<file path="src/hdl/timer_pkg.sv">
/*
  Shared constants, register map and carrier types for the timer/PWM block.
  Assumes an 8-bit register port with a 5-bit address and one 250 MHz clock.
*/
package timer_pkg;

  localparam int NUM_CH = 2;

  // Register map, byte addresses
  localparam logic [4:0] ADDR_TSC     = 5'h00;
  localparam logic [4:0] ADDR_CNTH    = 5'h01;
  localparam logic [4:0] ADDR_CNTL    = 5'h02;
  localparam logic [4:0] ADDR_MODH    = 5'h03;
  localparam logic [4:0] ADDR_MODL    = 5'h04;
  localparam int         CH_BASE      = 5;
  localparam int         CH_STRIDE    = 3;
  localparam int         CH_OFS_SC    = 0;
  localparam int         CH_OFS_VH    = 1;
  localparam int         CH_OFS_VL    = 2;

  // Timer control/status fields
  localparam int TSC_TOF   = 7;
  localparam int TSC_OVERFLOW_INTERRUPT_ENABLE  = 6;
  localparam int TSC_CPWM  = 5;
  localparam int TSC_CLK_H = 4;
  localparam int TSC_CLK_L = 3;

  // Channel control/status fields
  localparam int CSC_FLAG  = 7;
  localparam int CSC_CFG_H = 6;
  localparam int CSC_CFG_L = 2;

  localparam logic [1:0]  CLK_OFF     = 2'h0;
  localparam logic [1:0]  CLK_BUS     = 2'h1;
  localparam logic [1:0]  CLK_FIXED   = 2'h2;
  localparam logic [1:0]  CLK_EXT     = 2'h3;
  localparam logic [1:0]  ELS_OFF     = 2'h0;
  localparam logic [1:0]  ELS_RISE    = 2'h1;
  localparam logic [1:0]  ELS_CLEAR   = 2'h2;
  localparam logic [1:0]  ELS_SET     = 2'h3;
  localparam logic [1:0]  MS_CAPTURE  = 2'h0;
  localparam logic [1:0]  MS_COMPARE  = 2'h1;
  localparam logic [15:0] CNT_ZERO    = 16'h0000;
  localparam logic [15:0] CNT_ONE     = 16'h0001;
  localparam logic [15:0] CNT_MAX     = 16'hFFFF;
  localparam logic [7:0]  BYTE_ZERO   = 8'h00;

  typedef struct packed {
    logic       wr;
    logic       rd;
    logic [4:0] addr;
    logic [7:0] wdata;
  } bus_req_type;

  typedef struct packed {
    logic       ie;
    logic [1:0] mode;
    logic [1:0] els;
  } chan_cfg_type;

  typedef struct packed {
    logic pin_prev;
    logic out;
  } pin_state_type;

  typedef struct packed {
    chan_cfg_type cfg;
    logic         flag;
    logic         armed;
    logic [15:0]  value;
    logic [7:0]   buf_hi;
    logic [7:0]   buf_lo;
    logic         got_hi;
    logic         got_lo;
    logic [15:0]  rlat;
    logic         rlat_valid;
    logic         rlat_first_hi;
  } chan_state_type;

  typedef struct packed {
    chan_state_type [NUM_CH-1:0] ch;
    logic [15:0] count;
    logic        dir_down;
    logic        counter_overflow_flag;
    logic        tof_armed;
    logic        overflow_interrupt_enable;
    logic        cpwm;
    logic [1:0]  clksel;
    logic [15:0] modv;
    logic [7:0]  mod_buf_hi;
    logic [7:0]  mod_buf_lo;
    logic        mod_got_hi;
    logic        mod_got_lo;
    logic [15:0] cnt_lat;
    logic        cnt_lat_valid;
    logic        cnt_lat_first_hi;
    logic        ext_prev;
    logic [7:0]  rdata;
  } timer_state_type;

  function automatic logic [4:0] ch_addr(input int n, input int ofs);
    return 5'(CH_BASE + n * CH_STRIDE + ofs);
  endfunction

endpackage

</file>
<file path="src/hdl/channel_pin_unit.sv">
/*
  One timer channel's pin logic: capture edge detect, compare action and PWM levels.
  Assumes the pin is synchronous to i_clk and that the parent holds the value register.
*/
`timescale 1ns/1ps
module channel_pin_unit (
  // Clock and reset
  input  wire logic                   i_clk,
  input  wire logic                   i_reset,
  // Configuration and counter view
  input  wire logic                   i_cpwm,
  input  wire timer_pkg::chan_cfg_type i_cfg,
  input  wire logic                   i_tick,
  input  wire logic                   i_count_up,
  input  wire logic                   i_overflow,
  input  wire logic [15:0]            i_count,
  input  wire logic [15:0]            i_value,
  // Pin
  input  wire logic                   i_pin,
  output logic                        o_pin,
  output logic                        o_pin_oe_n,
  // Event towards the flag
  output logic                        o_event
);
  import timer_pkg::*;

  pin_state_type q;
  pin_state_type d;
  logic          match;
  logic          rise;
  logic          fall;
  logic          inactive;

  always_comb begin
    d          = q;
    o_event    = 1'b0;
    d.pin_prev = i_pin;
    match      = i_tick && (i_count == i_value);
    rise       = i_pin & ~q.pin_prev;
    fall       = ~i_pin & q.pin_prev;
    inactive   = i_cfg.els[0];
    if (i_cpwm) begin
      if (i_cfg.els != ELS_OFF) begin
        if ((i_value == CNT_ZERO) || i_value[15]) begin
          d.out = inactive;
        end else if (match) begin
          o_event = 1'b1;
          d.out   = i_count_up ? inactive : ~inactive;
        end
      end
    end else if (i_cfg.mode[1]) begin
      if (i_cfg.els != ELS_OFF) begin
        if (i_overflow) begin
          d.out = (i_value == CNT_ZERO) ? inactive : ~inactive;
        end else if (match) begin
          d.out = inactive;
        end
        o_event = match;
      end
    end else if (i_cfg.mode == MS_COMPARE) begin
      o_event = match;
      if (match) begin
        unique case (i_cfg.els)
          ELS_OFF:   d.out = q.out;
          ELS_RISE:  d.out = ~q.out;
          ELS_CLEAR: d.out = 1'b0;
          ELS_SET:   d.out = 1'b1;
        endcase
      end
    end else begin
      o_event = (i_cfg.els[0] & rise) | (i_cfg.els[1] & fall);
    end
  end

  // Pin released when unused or sampled
  assign o_pin_oe_n = (i_cfg.els == ELS_OFF) || (!i_cpwm && i_cfg.mode == MS_CAPTURE);
  assign o_pin      = q.out;

  always_ff @(posedge i_clk) begin
    if (i_reset) begin
      q <= '0;
    end else begin
      q <= d;
    end
  end
endmodule // channel_pin_unit

</file>
<file path="src/hdl/timer_pwm_module.sv">
/*
  16-bit timer with capture, compare, edge and center PWM channels and 8-bit registers.
  Assumes one 250 MHz clock, synchronous pins and a one-cycle read/write strobe port.
*/
`timescale 1ns/1ps
module timer_pwm_module (
  // Clock and reset
  input  wire logic                     i_clk,
  input  wire logic                     i_reset,
  // Register port
  input  wire timer_pkg::bus_req_type   i_bus,
  output logic [7:0]                    o_rdata,
  // Count sources and mode
  input  wire logic                     i_fixed_clk_en,
  input  wire logic                     i_ext_clk,
  input  wire logic                     i_debug_halt,
  // Channel pins
  input  wire logic [timer_pkg::NUM_CH-1:0] i_pin,
  output logic [timer_pkg::NUM_CH-1:0]  o_pin,
  output logic [timer_pkg::NUM_CH-1:0]  o_pin_oe_n,
  // Requests
  output logic                          o_overflow_irq,
  output logic [timer_pkg::NUM_CH-1:0]  o_channel_irq
);
  import timer_pkg::*;

  timer_state_type     q;
  timer_state_type     d;
  logic                tick;
  logic                ovf;
  logic                cnt_wr;
  logic [15:0]         term;
  logic [NUM_CH-1:0]   ch_event;
  logic                capture;

  assign cnt_wr = i_bus.wr && (i_bus.addr == ADDR_CNTH || i_bus.addr == ADDR_CNTL);

  always_comb begin
    d          = q;
    d.rdata    = BYTE_ZERO;
    d.ext_prev = i_ext_clk;
    ovf        = 1'b0;
    capture    = 1'b0;
    unique case (q.clksel)
      CLK_OFF:   tick = 1'b0;
      CLK_BUS:   tick = 1'b1;
      CLK_FIXED: tick = i_fixed_clk_en;
      CLK_EXT:   tick = i_ext_clk & ~q.ext_prev;
    endcase
    if (i_debug_halt) begin
      tick = 1'b0;
    end
    term = (q.modv == CNT_ZERO) ? CNT_MAX : q.modv;

    // Main counter
    if (cnt_wr) begin
      d.count         = CNT_ZERO;
      d.dir_down      = 1'b0;
      d.cnt_lat_valid = 1'b0;
    end else if (tick) begin
      if (!q.cpwm) begin
        if (q.count == term) begin
          d.count = CNT_ZERO;
          ovf     = 1'b1;
        end else begin
          d.count = q.count + CNT_ONE;
        end
      end else if (!q.dir_down) begin
        if (q.count == q.modv) begin
          d.dir_down = 1'b1;
          d.count    = q.count - CNT_ONE;
          ovf        = 1'b1;
        end else begin
          d.count = q.count + CNT_ONE;
        end
      end else begin
        if (q.count == CNT_ZERO) begin
          d.dir_down = 1'b0;
          d.count    = q.count + CNT_ONE;
        end else begin
          d.count = q.count - CNT_ONE;
        end
      end
    end

    // Timer control/status
    if (i_bus.rd && i_bus.addr == ADDR_TSC) begin
      d.rdata[TSC_TOF]               = q.counter_overflow_flag;
      d.rdata[TSC_OVERFLOW_INTERRUPT_ENABLE]              = q.overflow_interrupt_enable;
      d.rdata[TSC_CPWM]              = q.cpwm;
      d.rdata[TSC_CLK_H:TSC_CLK_L]   = q.clksel;
      if (q.counter_overflow_flag) begin
        d.tof_armed = 1'b1;
      end
    end
    if (i_bus.wr && i_bus.addr == ADDR_TSC) begin
      d.overflow_interrupt_enable       = i_bus.wdata[TSC_OVERFLOW_INTERRUPT_ENABLE];
      d.cpwm       = i_bus.wdata[TSC_CPWM];
      d.clksel     = i_bus.wdata[TSC_CLK_H:TSC_CLK_L];
      d.mod_got_hi = 1'b0;
      d.mod_got_lo = 1'b0;
      d.tof_armed  = 1'b0;
      if (!i_bus.wdata[TSC_TOF] && q.tof_armed) begin
        d.counter_overflow_flag = 1'b0;
      end
    end
    if (ovf) begin
      d.counter_overflow_flag       = 1'b1;
      d.tof_armed = 1'b0;
    end

    // Counter reads, coherent pair
    if (i_bus.rd && (i_bus.addr == ADDR_CNTH || i_bus.addr == ADDR_CNTL)) begin
      if (!q.cnt_lat_valid) begin
        d.cnt_lat          = q.count;
        d.cnt_lat_valid    = 1'b1;
        d.cnt_lat_first_hi = (i_bus.addr == ADDR_CNTH);
        d.rdata            = (i_bus.addr == ADDR_CNTH) ? q.count[15:8] : q.count[7:0];
      end else begin
        d.rdata = (i_bus.addr == ADDR_CNTH) ? q.cnt_lat[15:8] : q.cnt_lat[7:0];
        if (q.cnt_lat_first_hi != (i_bus.addr == ADDR_CNTH)) begin
          d.cnt_lat_valid = 1'b0;
        end
      end
    end

    // Modulus, paired bytes
    if (i_bus.rd && i_bus.addr == ADDR_MODH) begin
      d.rdata = q.modv[15:8];
    end
    if (i_bus.rd && i_bus.addr == ADDR_MODL) begin
      d.rdata = q.modv[7:0];
    end
    if (i_bus.wr && i_bus.addr == ADDR_MODH) begin
      if (q.mod_got_lo) begin
        d.modv       = {i_bus.wdata, q.mod_buf_lo};
        d.mod_got_lo = 1'b0;
      end else begin
        d.mod_buf_hi = i_bus.wdata;
        d.mod_got_hi = 1'b1;
      end
    end
    if (i_bus.wr && i_bus.addr == ADDR_MODL) begin
      if (q.mod_got_hi) begin
        d.modv       = {q.mod_buf_hi, i_bus.wdata};
        d.mod_got_hi = 1'b0;
      end else begin
        d.mod_buf_lo = i_bus.wdata;
        d.mod_got_lo = 1'b1;
      end
    end

    // Channels
    for (int n = 0; n < NUM_CH; n++) begin
      capture = !q.cpwm && q.ch[n].cfg.mode == MS_CAPTURE;
      if (i_bus.rd && i_bus.addr == ch_addr(n, CH_OFS_SC)) begin
        d.rdata[CSC_FLAG]            = q.ch[n].flag;
        d.rdata[CSC_CFG_H:CSC_CFG_L] = q.ch[n].cfg;
        if (q.ch[n].flag) begin
          d.ch[n].armed = 1'b1;
        end
      end
      if (i_bus.wr && i_bus.addr == ch_addr(n, CH_OFS_SC)) begin
        d.ch[n].cfg        = i_bus.wdata[CSC_CFG_H:CSC_CFG_L];
        d.ch[n].armed      = 1'b0;
        d.ch[n].got_hi     = 1'b0;
        d.ch[n].got_lo     = 1'b0;
        d.ch[n].rlat_valid = 1'b0;
        if (!i_bus.wdata[CSC_FLAG] && q.ch[n].armed) begin
          d.ch[n].flag = 1'b0;
        end
      end
      if (i_bus.rd && (i_bus.addr == ch_addr(n, CH_OFS_VH) || i_bus.addr == ch_addr(n, CH_OFS_VL))) begin
        if (!capture) begin
          d.rdata = (i_bus.addr == ch_addr(n, CH_OFS_VH)) ? q.ch[n].value[15:8] : q.ch[n].value[7:0];
        end else if (!q.ch[n].rlat_valid) begin
          d.ch[n].rlat          = q.ch[n].value;
          d.ch[n].rlat_valid    = 1'b1;
          d.ch[n].rlat_first_hi = (i_bus.addr == ch_addr(n, CH_OFS_VH));
          d.rdata = (i_bus.addr == ch_addr(n, CH_OFS_VH)) ? q.ch[n].value[15:8] : q.ch[n].value[7:0];
        end else begin
          d.rdata = (i_bus.addr == ch_addr(n, CH_OFS_VH)) ? q.ch[n].rlat[15:8] : q.ch[n].rlat[7:0];
          if (q.ch[n].rlat_first_hi != (i_bus.addr == ch_addr(n, CH_OFS_VH))) begin
            d.ch[n].rlat_valid = 1'b0;
          end
        end
      end
      if (i_bus.wr && i_bus.addr == ch_addr(n, CH_OFS_VH)) begin
        if (q.ch[n].got_lo) begin
          d.ch[n].value  = {i_bus.wdata, q.ch[n].buf_lo};
          d.ch[n].got_lo = 1'b0;
        end else begin
          d.ch[n].buf_hi = i_bus.wdata;
          d.ch[n].got_hi = 1'b1;
        end
      end
      if (i_bus.wr && i_bus.addr == ch_addr(n, CH_OFS_VL)) begin
        if (q.ch[n].got_hi) begin
          d.ch[n].value  = {q.ch[n].buf_hi, i_bus.wdata};
          d.ch[n].got_hi = 1'b0;
        end else begin
          d.ch[n].buf_lo = i_bus.wdata;
          d.ch[n].got_lo = 1'b1;
        end
      end
      // Event after bus handling so a new event beats a clear
      if (ch_event[n]) begin
        d.ch[n].flag  = 1'b1;
        d.ch[n].armed = 1'b0;
        if (capture) begin
          d.ch[n].value = q.count;
        end
      end
    end
  end

  always_ff @(posedge i_clk) begin
    if (i_reset) begin
      q <= '0;
    end else begin
      q <= d;
    end
  end

  genvar g;
  generate
    for (g = 0; g < NUM_CH; g++) begin : g_ch
      channel_pin_unit u_pin (
        .i_clk      (i_clk),
        .i_reset    (i_reset),
        .i_cpwm     (q.cpwm),
        .i_cfg      (q.ch[g].cfg),
        .i_tick     (tick && !cnt_wr),
        .i_count_up (!q.dir_down),
        .i_overflow (ovf),
        .i_count    (q.count),
        .i_value    (q.ch[g].value),
        .i_pin      (i_pin[g]),
        .o_pin      (o_pin[g]),
        .o_pin_oe_n (o_pin_oe_n[g]),
        .o_event    (ch_event[g])
      );
      assign o_channel_irq[g] = q.ch[g].flag & q.ch[g].cfg.ie;
    end
  endgenerate

  assign o_overflow_irq = q.counter_overflow_flag & q.overflow_interrupt_enable;
  assign o_rdata        = q.rdata;
endmodule // timer_pwm_module
</file>
<file path="config.mk">
export PLATFORM = sky130hd
export DESIGN_NAME = timer_pwm_module
export DESIGN_NICKNAME = d
export VERILOG_FILES = /design/src/hdl/timer_pkg.sv /design/src/hdl/channel_pin_unit.sv /design/src/hdl/timer_pwm_module.sv
export SDC_FILE = /design/constraint.sdc
export NUM_CORES = 1
export LEC_CHECK = 0
export BUFFER_PORTS_ARGS = -buffer_cell sky130_fd_sc_hd__buf_2
export CORE_ASPECT_RATIO = 0.75
export CORE_MARGIN = 10
export CORE_UTILIZATION = 35
export CTS_BUF_LIST = sky130_fd_sc_hd__clkbuf_4 sky130_fd_sc_hd__clkbuf_8 sky130_fd_sc_hd__clkbuf_16
export CTS_CLUSTER_SIZE = 28
export DETAILED_ROUTE_END_ITERATION = 8
export PLACE_DENSITY = 0.57
export SLEW_MARGIN = 20
export SYNTH_ARGS = -nofsm -noshare
export SYNTH_HDL_FRONTEND = slang
export SYNTH_SLANG_ARGS = --single-unit
</file>
<file path="constraint.sdc">
create_clock -name i_clk -period 3.4 [get_ports i_clk]
set_clock_uncertainty 0.1 [all_clocks]
set_input_delay 0.68 -clock i_clk [delete_from_list [all_inputs] [get_ports i_clk]]
set_output_delay 0.68 -clock i_clk [all_outputs]
set_load 0.05 [all_outputs]
</file>
After elaboration in Yosys (flattened, before gate mapping)
Cells that the tools add are included.

Bits in registers: 206. Latch bits: 0. Bits in writable memories: 0. Memory bits (read-only): 0. Input bits: 22. Output and inout port bits: 15. Word-level logic and storage cells: 343. Memories kept: 0.

$add $sub $neg: 2. Multipliers: 0. Div/mod/pow operators: 0. $lt $le $gt $ge: 0. Equal/unequal tests: 36. Shift-type cells: 0. Muxes and demuxes: 144. Bitwise gates (word level): 32. Reductions and logical operators: 82.

Operators with widths (number): $mux 16 (16); $mux 8 (19); $mux 1 (79); $mux 24 (3); $eq 16x16->1 (4); $logic_not 16->1 (4); $mux 18 (2); $mux 2 (17); $reduce_and 2->1 (14); $logic_and 1x1->1 (26); $eq 5x3->1 const B (4); $mux 6 (3); $not 1->1 (18); $reduce_bool 3->1 (6); $mux 17 (1); $add 16x1->16 const B (1); $reduce_bool 2->1 (8); $sub 16x1->16 const B (1); $eq 5x4->1 const B (3); $reduce_and 7->1 (2); $and 1x1->1 (12); $eq 2x2->1 const B (6); $eq 2x1->1 const B (5); $eq 5x2->1 const B (2); other kinds (16) (40).

Longest topological paths before layout
Depth in word-level cells: 12. Gate-level depth with buffers: 12. Depth with buffers taken out: 10.

Hierarchy
From an unflattened synthesis, not the netlist that was laid out.

Cells, all modules: 1314. Area total of the unflattened synthesis: 11300.8 um^2.

By module, submodules not included: timer_pwm_module (instances 1, cells an instance 1200, area each 10375.0 um^2, sequential area each 4043.9 um^2); channel_pin_unit (instances 2, cells an instance 57, area each 462.9 um^2, sequential area each 40.0 um^2).

Worst setup path before layout
Ideal clock, no wire load.

Path kind: register -> register. Start: register q[68] in the netlist's numbering. End: register q[77] in the netlist's numbering. Setup time: 0.071 ns. Arrival time: 2.728 ns. Data required time: 3.229 ns. Slack: 0.502 ns. Stages on the path, launching flop included: 13. Buffers on the path: 2. Period minus slack after synthesis: 2.898 ns. Path through: dfxtp_1 -> buf_2 -> inv_1 -> ha_1 -> or3b_1 -> and3b_1 -> nand2_1 -> o311a_1 -> or2_1 -> buf_4 -> nor4b_1 -> o21ai_0 -> a21oi_1.

Cells in the longest elaborated chain, start to end: 4. Elaborated cells between the ends (all ways): 10. Those cells by class: add/sub (2); eq/ne (2); mux (5); reduce/logical (1).

Ends and longest elaborated chain: start: declaration (RTL line timer_pwm_module.sv:27) `timer_state_type q;`; start signal: assignment (RTL line timer_pwm_module.sv:219) `q <= '0;`; start signal: assignment (RTL line timer_pwm_module.sv:221) `q <= d;`; $add 16x1->16, or another cell as far along (RTL line timer_pwm_module.sv:66, timer_pwm_module.sv:74, timer_pwm_module.sv:79); $mux 16 (on tied branches) (RTL line timer_pwm_module.sv:69, timer_pwm_module.sv:77); $mux 17 (RTL line timer_pwm_module.sv:68) `end else if (!q.dir_down) begin`; $mux 16 (*) (RTL line timer_pwm_module.sv:61) `if (!q.cpwm) begin`.

Every way passes the cells marked *; elsewhere a longest branch is shown, timed or not. A chain may end at the register's enable or synchronous reset.

Final worst setup path
Start: register q[69] in the netlist's numbering. End: register q[75] in the netlist's numbering.

Same word-level chain as after synthesis.

==> flow_summary.json <==
{
  "multi_input_area_mm2": 0.00641,
  "vias_per_cell": 5.72,
  "wirelength_um": 39300,
  "internal-power_uw": 3890,
  "post-place-ws_ns": 0.292,
  "antenna_found_initial": 1,
  "insertedDiodeCount": 0,
  "slowest_delay_ns": 0.43,
  "worst_slack_ns": 0.252,
  "cp_slowest_cell": "or3b_1",
  "drt-initial-drc-count": 1277,
  "clock_path_buffers": 3,
  "cts_root_buf": "clkbuf_16",
  "overflow": 0,
  "grt_util_all_layers_pct": 19.5,
  "crit_buf_inv": 1,
  "max_cap_viol_count": 0,
  "synthFlopType": "dfxtp_1",
  "gp_congestion": 0.991,
  "power_switching_share_pct": 23.6,
  "comb_power_share_pct": 4.3,
  "grt_pass1_wl_um": 60200,
  "drt-pass1-iter-count": 5,
  "powerDensity_mw_per_mm2": 402,
  "cts_setup_buffers": 0,
  "slew_headroom_pct": 44.1,
  "register_area_mm2": 0.00412,
  "utilization_pct": 40.3,
  "die_h_um": 175,
  "synth_area_mm2": 0.0112,
  "fp-row-count": 56,
  "leakage_uw": 0.00501,
  "synth_top_cells_by_count": "dfxtp_1, nor2_1, mux2i_1",
  "drive_above_1_share_pct": 13.8,
  "num_vias": 9971,
  "portBuffers": 36,
  "cp-end-kind": "flip-flop",
  "fp.coreArea_mm2": 0.0314,
  "wl_per_cell_um": 22.6,
  "worstSetupPathType": "reg2reg",
  "hpwl_um": 28000,
  "clk_pin_slew_worst_paths_ns": 0.06,
  "rsz0062_at_grt": "false",
  "ir_drop_mv": 0.299,
  "setup_viol": 0,
  "fmaxAchievable_ghz": 0.318,
  "arrival_ns": 3.51,
  "pwr-share-clk_pct": 47.9,
  "ant_nets": 0,
  "layout-area-overhead-vs-synth_pct": 13.2,
  "grt_max_degree": 138,
  "status": "finished, final reports clean",
  "die-area_mm2": 0.0395,
  "start_kind": "flip-flop",
  "hp-class": "in2reg",
  "syn_nets": 1331,
  "insertion_delay_ns": 0.54,
  "crit_family": "simple AND/OR/NAND/NOR gates",
  "synth.area.top_cells": "dfxtp_1, mux2i_1, nor2_1",
  "power_uw": 5090,
  "yosysSeqAreaShare_pct": 36.9,
  "cts_buffers": 22,
  "synthCells": 1307,
  "pwr-share-seq_pct": 47.8,
  "finalCritPeriodShare_pct": 92.6,
  "grt_pass1_vias": 9494,
  "synth.avg_cell_area_um2": 8.55,
  "ys_async_sr_fraction_pct": 0,
  "path_cells": "inv_1, ha_1, or3b_1, and3b_1, nand2_1, o311a_1, or2_1, nor2_4, a31oi_1, a21oi_1",
  "finalMaxSlewViolations": 0,
  "nets": 1347,
  "worst_slew_pin_slew_ns": 0.832,
  "synth_top_cell_area_share_pct": 36.9,
  "yosysWarnings": 0,
  "final.setup.tns_ns": 0,
  "fillCellCount": 3154,
  "required_ns": 3.76,
  "yosys_register_bits": 206,
  "yosysTopAreaCell": "dfxtp_1",
  "htree_levels": 1,
  "die_x_um": 226,
  "cts_sinks": 206,
  "synth_edf_count": 0,
  "initial_core_util_pct": 35.6,
  "post-synth-top-count-cell": "dfxtp_1",
  "hold_viol_final": 0,
  "finalCriticalPeriod_ns": 3.15,
  "synth_cell_type_count": 69,
  "pin_count": 37,
  "cts_tree": "yes",
  "cp_max_fo": 17,
  "route.detailed.drc": 0,
  "power.switching_uw": 1200
}
placed cells by master, fill, tap and decap left out, types with 6 or more instances in the layout:
master | Yosys | routed
buf_2 | 16 | 35
mux4_2 | 24 | 24
xor2_1 | 33 | 33
a21oi_1 | 71 | 71
nor2_1 | 177 | 177
nor2b_1 | 13 | 12
o21ai_0 | 60 | 60
and2_1 | 6 | 6
nand3_1 | 23 | 23
a211oi_1 | 21 | 21
mux2i_1 | 164 | 164
clkbuf_4 | 2 | 6
xnor2_1 | 7 | 7
and3_1 | 9 | 9
a31oi_1 | 18 | 18
nor4_1 | 27 | 26
nor3_1 | 28 | 26
clkbuf_16 | 0 | 22
nand2_1 | 140 | 140
nand2b_1 | 22 | 22
buf_4 | 22 | 66
nand4_1 | 11 | 11
o2111ai_1 | 6 | 6
inv_1 | 23 | 23
a22oi_1 | 17 | 17
buf_12 | 0 | 6
a222oi_1 | 6 | 6
a21o_1 | 6 | 6
dfxtp_1 | 206 | 206
sequential cells by signal (all words and copies together) (netlist names):
name              cells
o_rdata               8
g_ch.u_pin.o_pin      2
q                   194
g_ch.u_pin.q          2
worst paths after layout:
path,cells past startpoint,slack [ns],end,from
worst max-delay path,10,0.25,q[75],q[69]
worst min-delay path,2,0.29,q[8],i_ext_clk
worst max register to register,10,0.25,q[75],q[69]
worst min register to register,2,0.36,q[90],q[90]
power by group through the flow:
stage | clock, uW | combinational, uW | sequential, uW
floorplan | 0 | 129 | 2480
global placement | 0 | 214 | 2490
detailed placement | 0 | 214 | 2490
CTS | 2480 | 215 | 2430
global route | 2590 | 231 | 2430
finish | 2440 | 217 | 2430
logic make-up after synthesis:
group | count (synthesis) | share of synthesized area, %
mux | 189 | 19.6
simple gates | 492 | 20.7
flops | 206 | 36.9
compound gates | 239 | 13.5
buf+inv | 139 | 5.92
fa+ha+maj | 2 | 0.224
xor+xnor | 40 | 3.14
stage by stage:
stage / cells / hold WS, ns / instance area (um2)
2_1_floorplan: 1307 / 0.333 / 11200
3_3_place_gp: 1705 / 0.341 / 11900
3_5_place_dp: 1705 / 0.347 / 11900
4_1_cts: 1743 / 0.278 / 12600
5_1_grt: 1743 / 0.306 / 12700
6_report: 1743 / 0.289 / 12700
what timing repair did:
| item | 4_1_cts | 5_1_grt |
|---|---|---|
| resized for setup | 0 | 1 |
| hold buffers | 0 | 0 |
| endpoints found under the setup margin | 0 | 1 |
cell type report:
cell class                      instances  share of cell area [%]
Multi-Input combinational cell        962                    50.7
Sequential cell                       206                    32.6
Clock buffer                           32                    5.14
Clock inverter                          6                   0.524
Timing Repair Buffer                  108                    6.34
Tap cell                              406                    4.02
Inverter                               23                   0.682
layer usage:
metal | part of all wire [%] | GRT usage [%]
met3 | 8.6 | 3.58
met5 | 0 | 0
met1 | 47 | 28.8
met4 | 2.3 | 4.24
met2 | 42 | 28.7
Note: power is estimated with default switching activity, not from simulation.
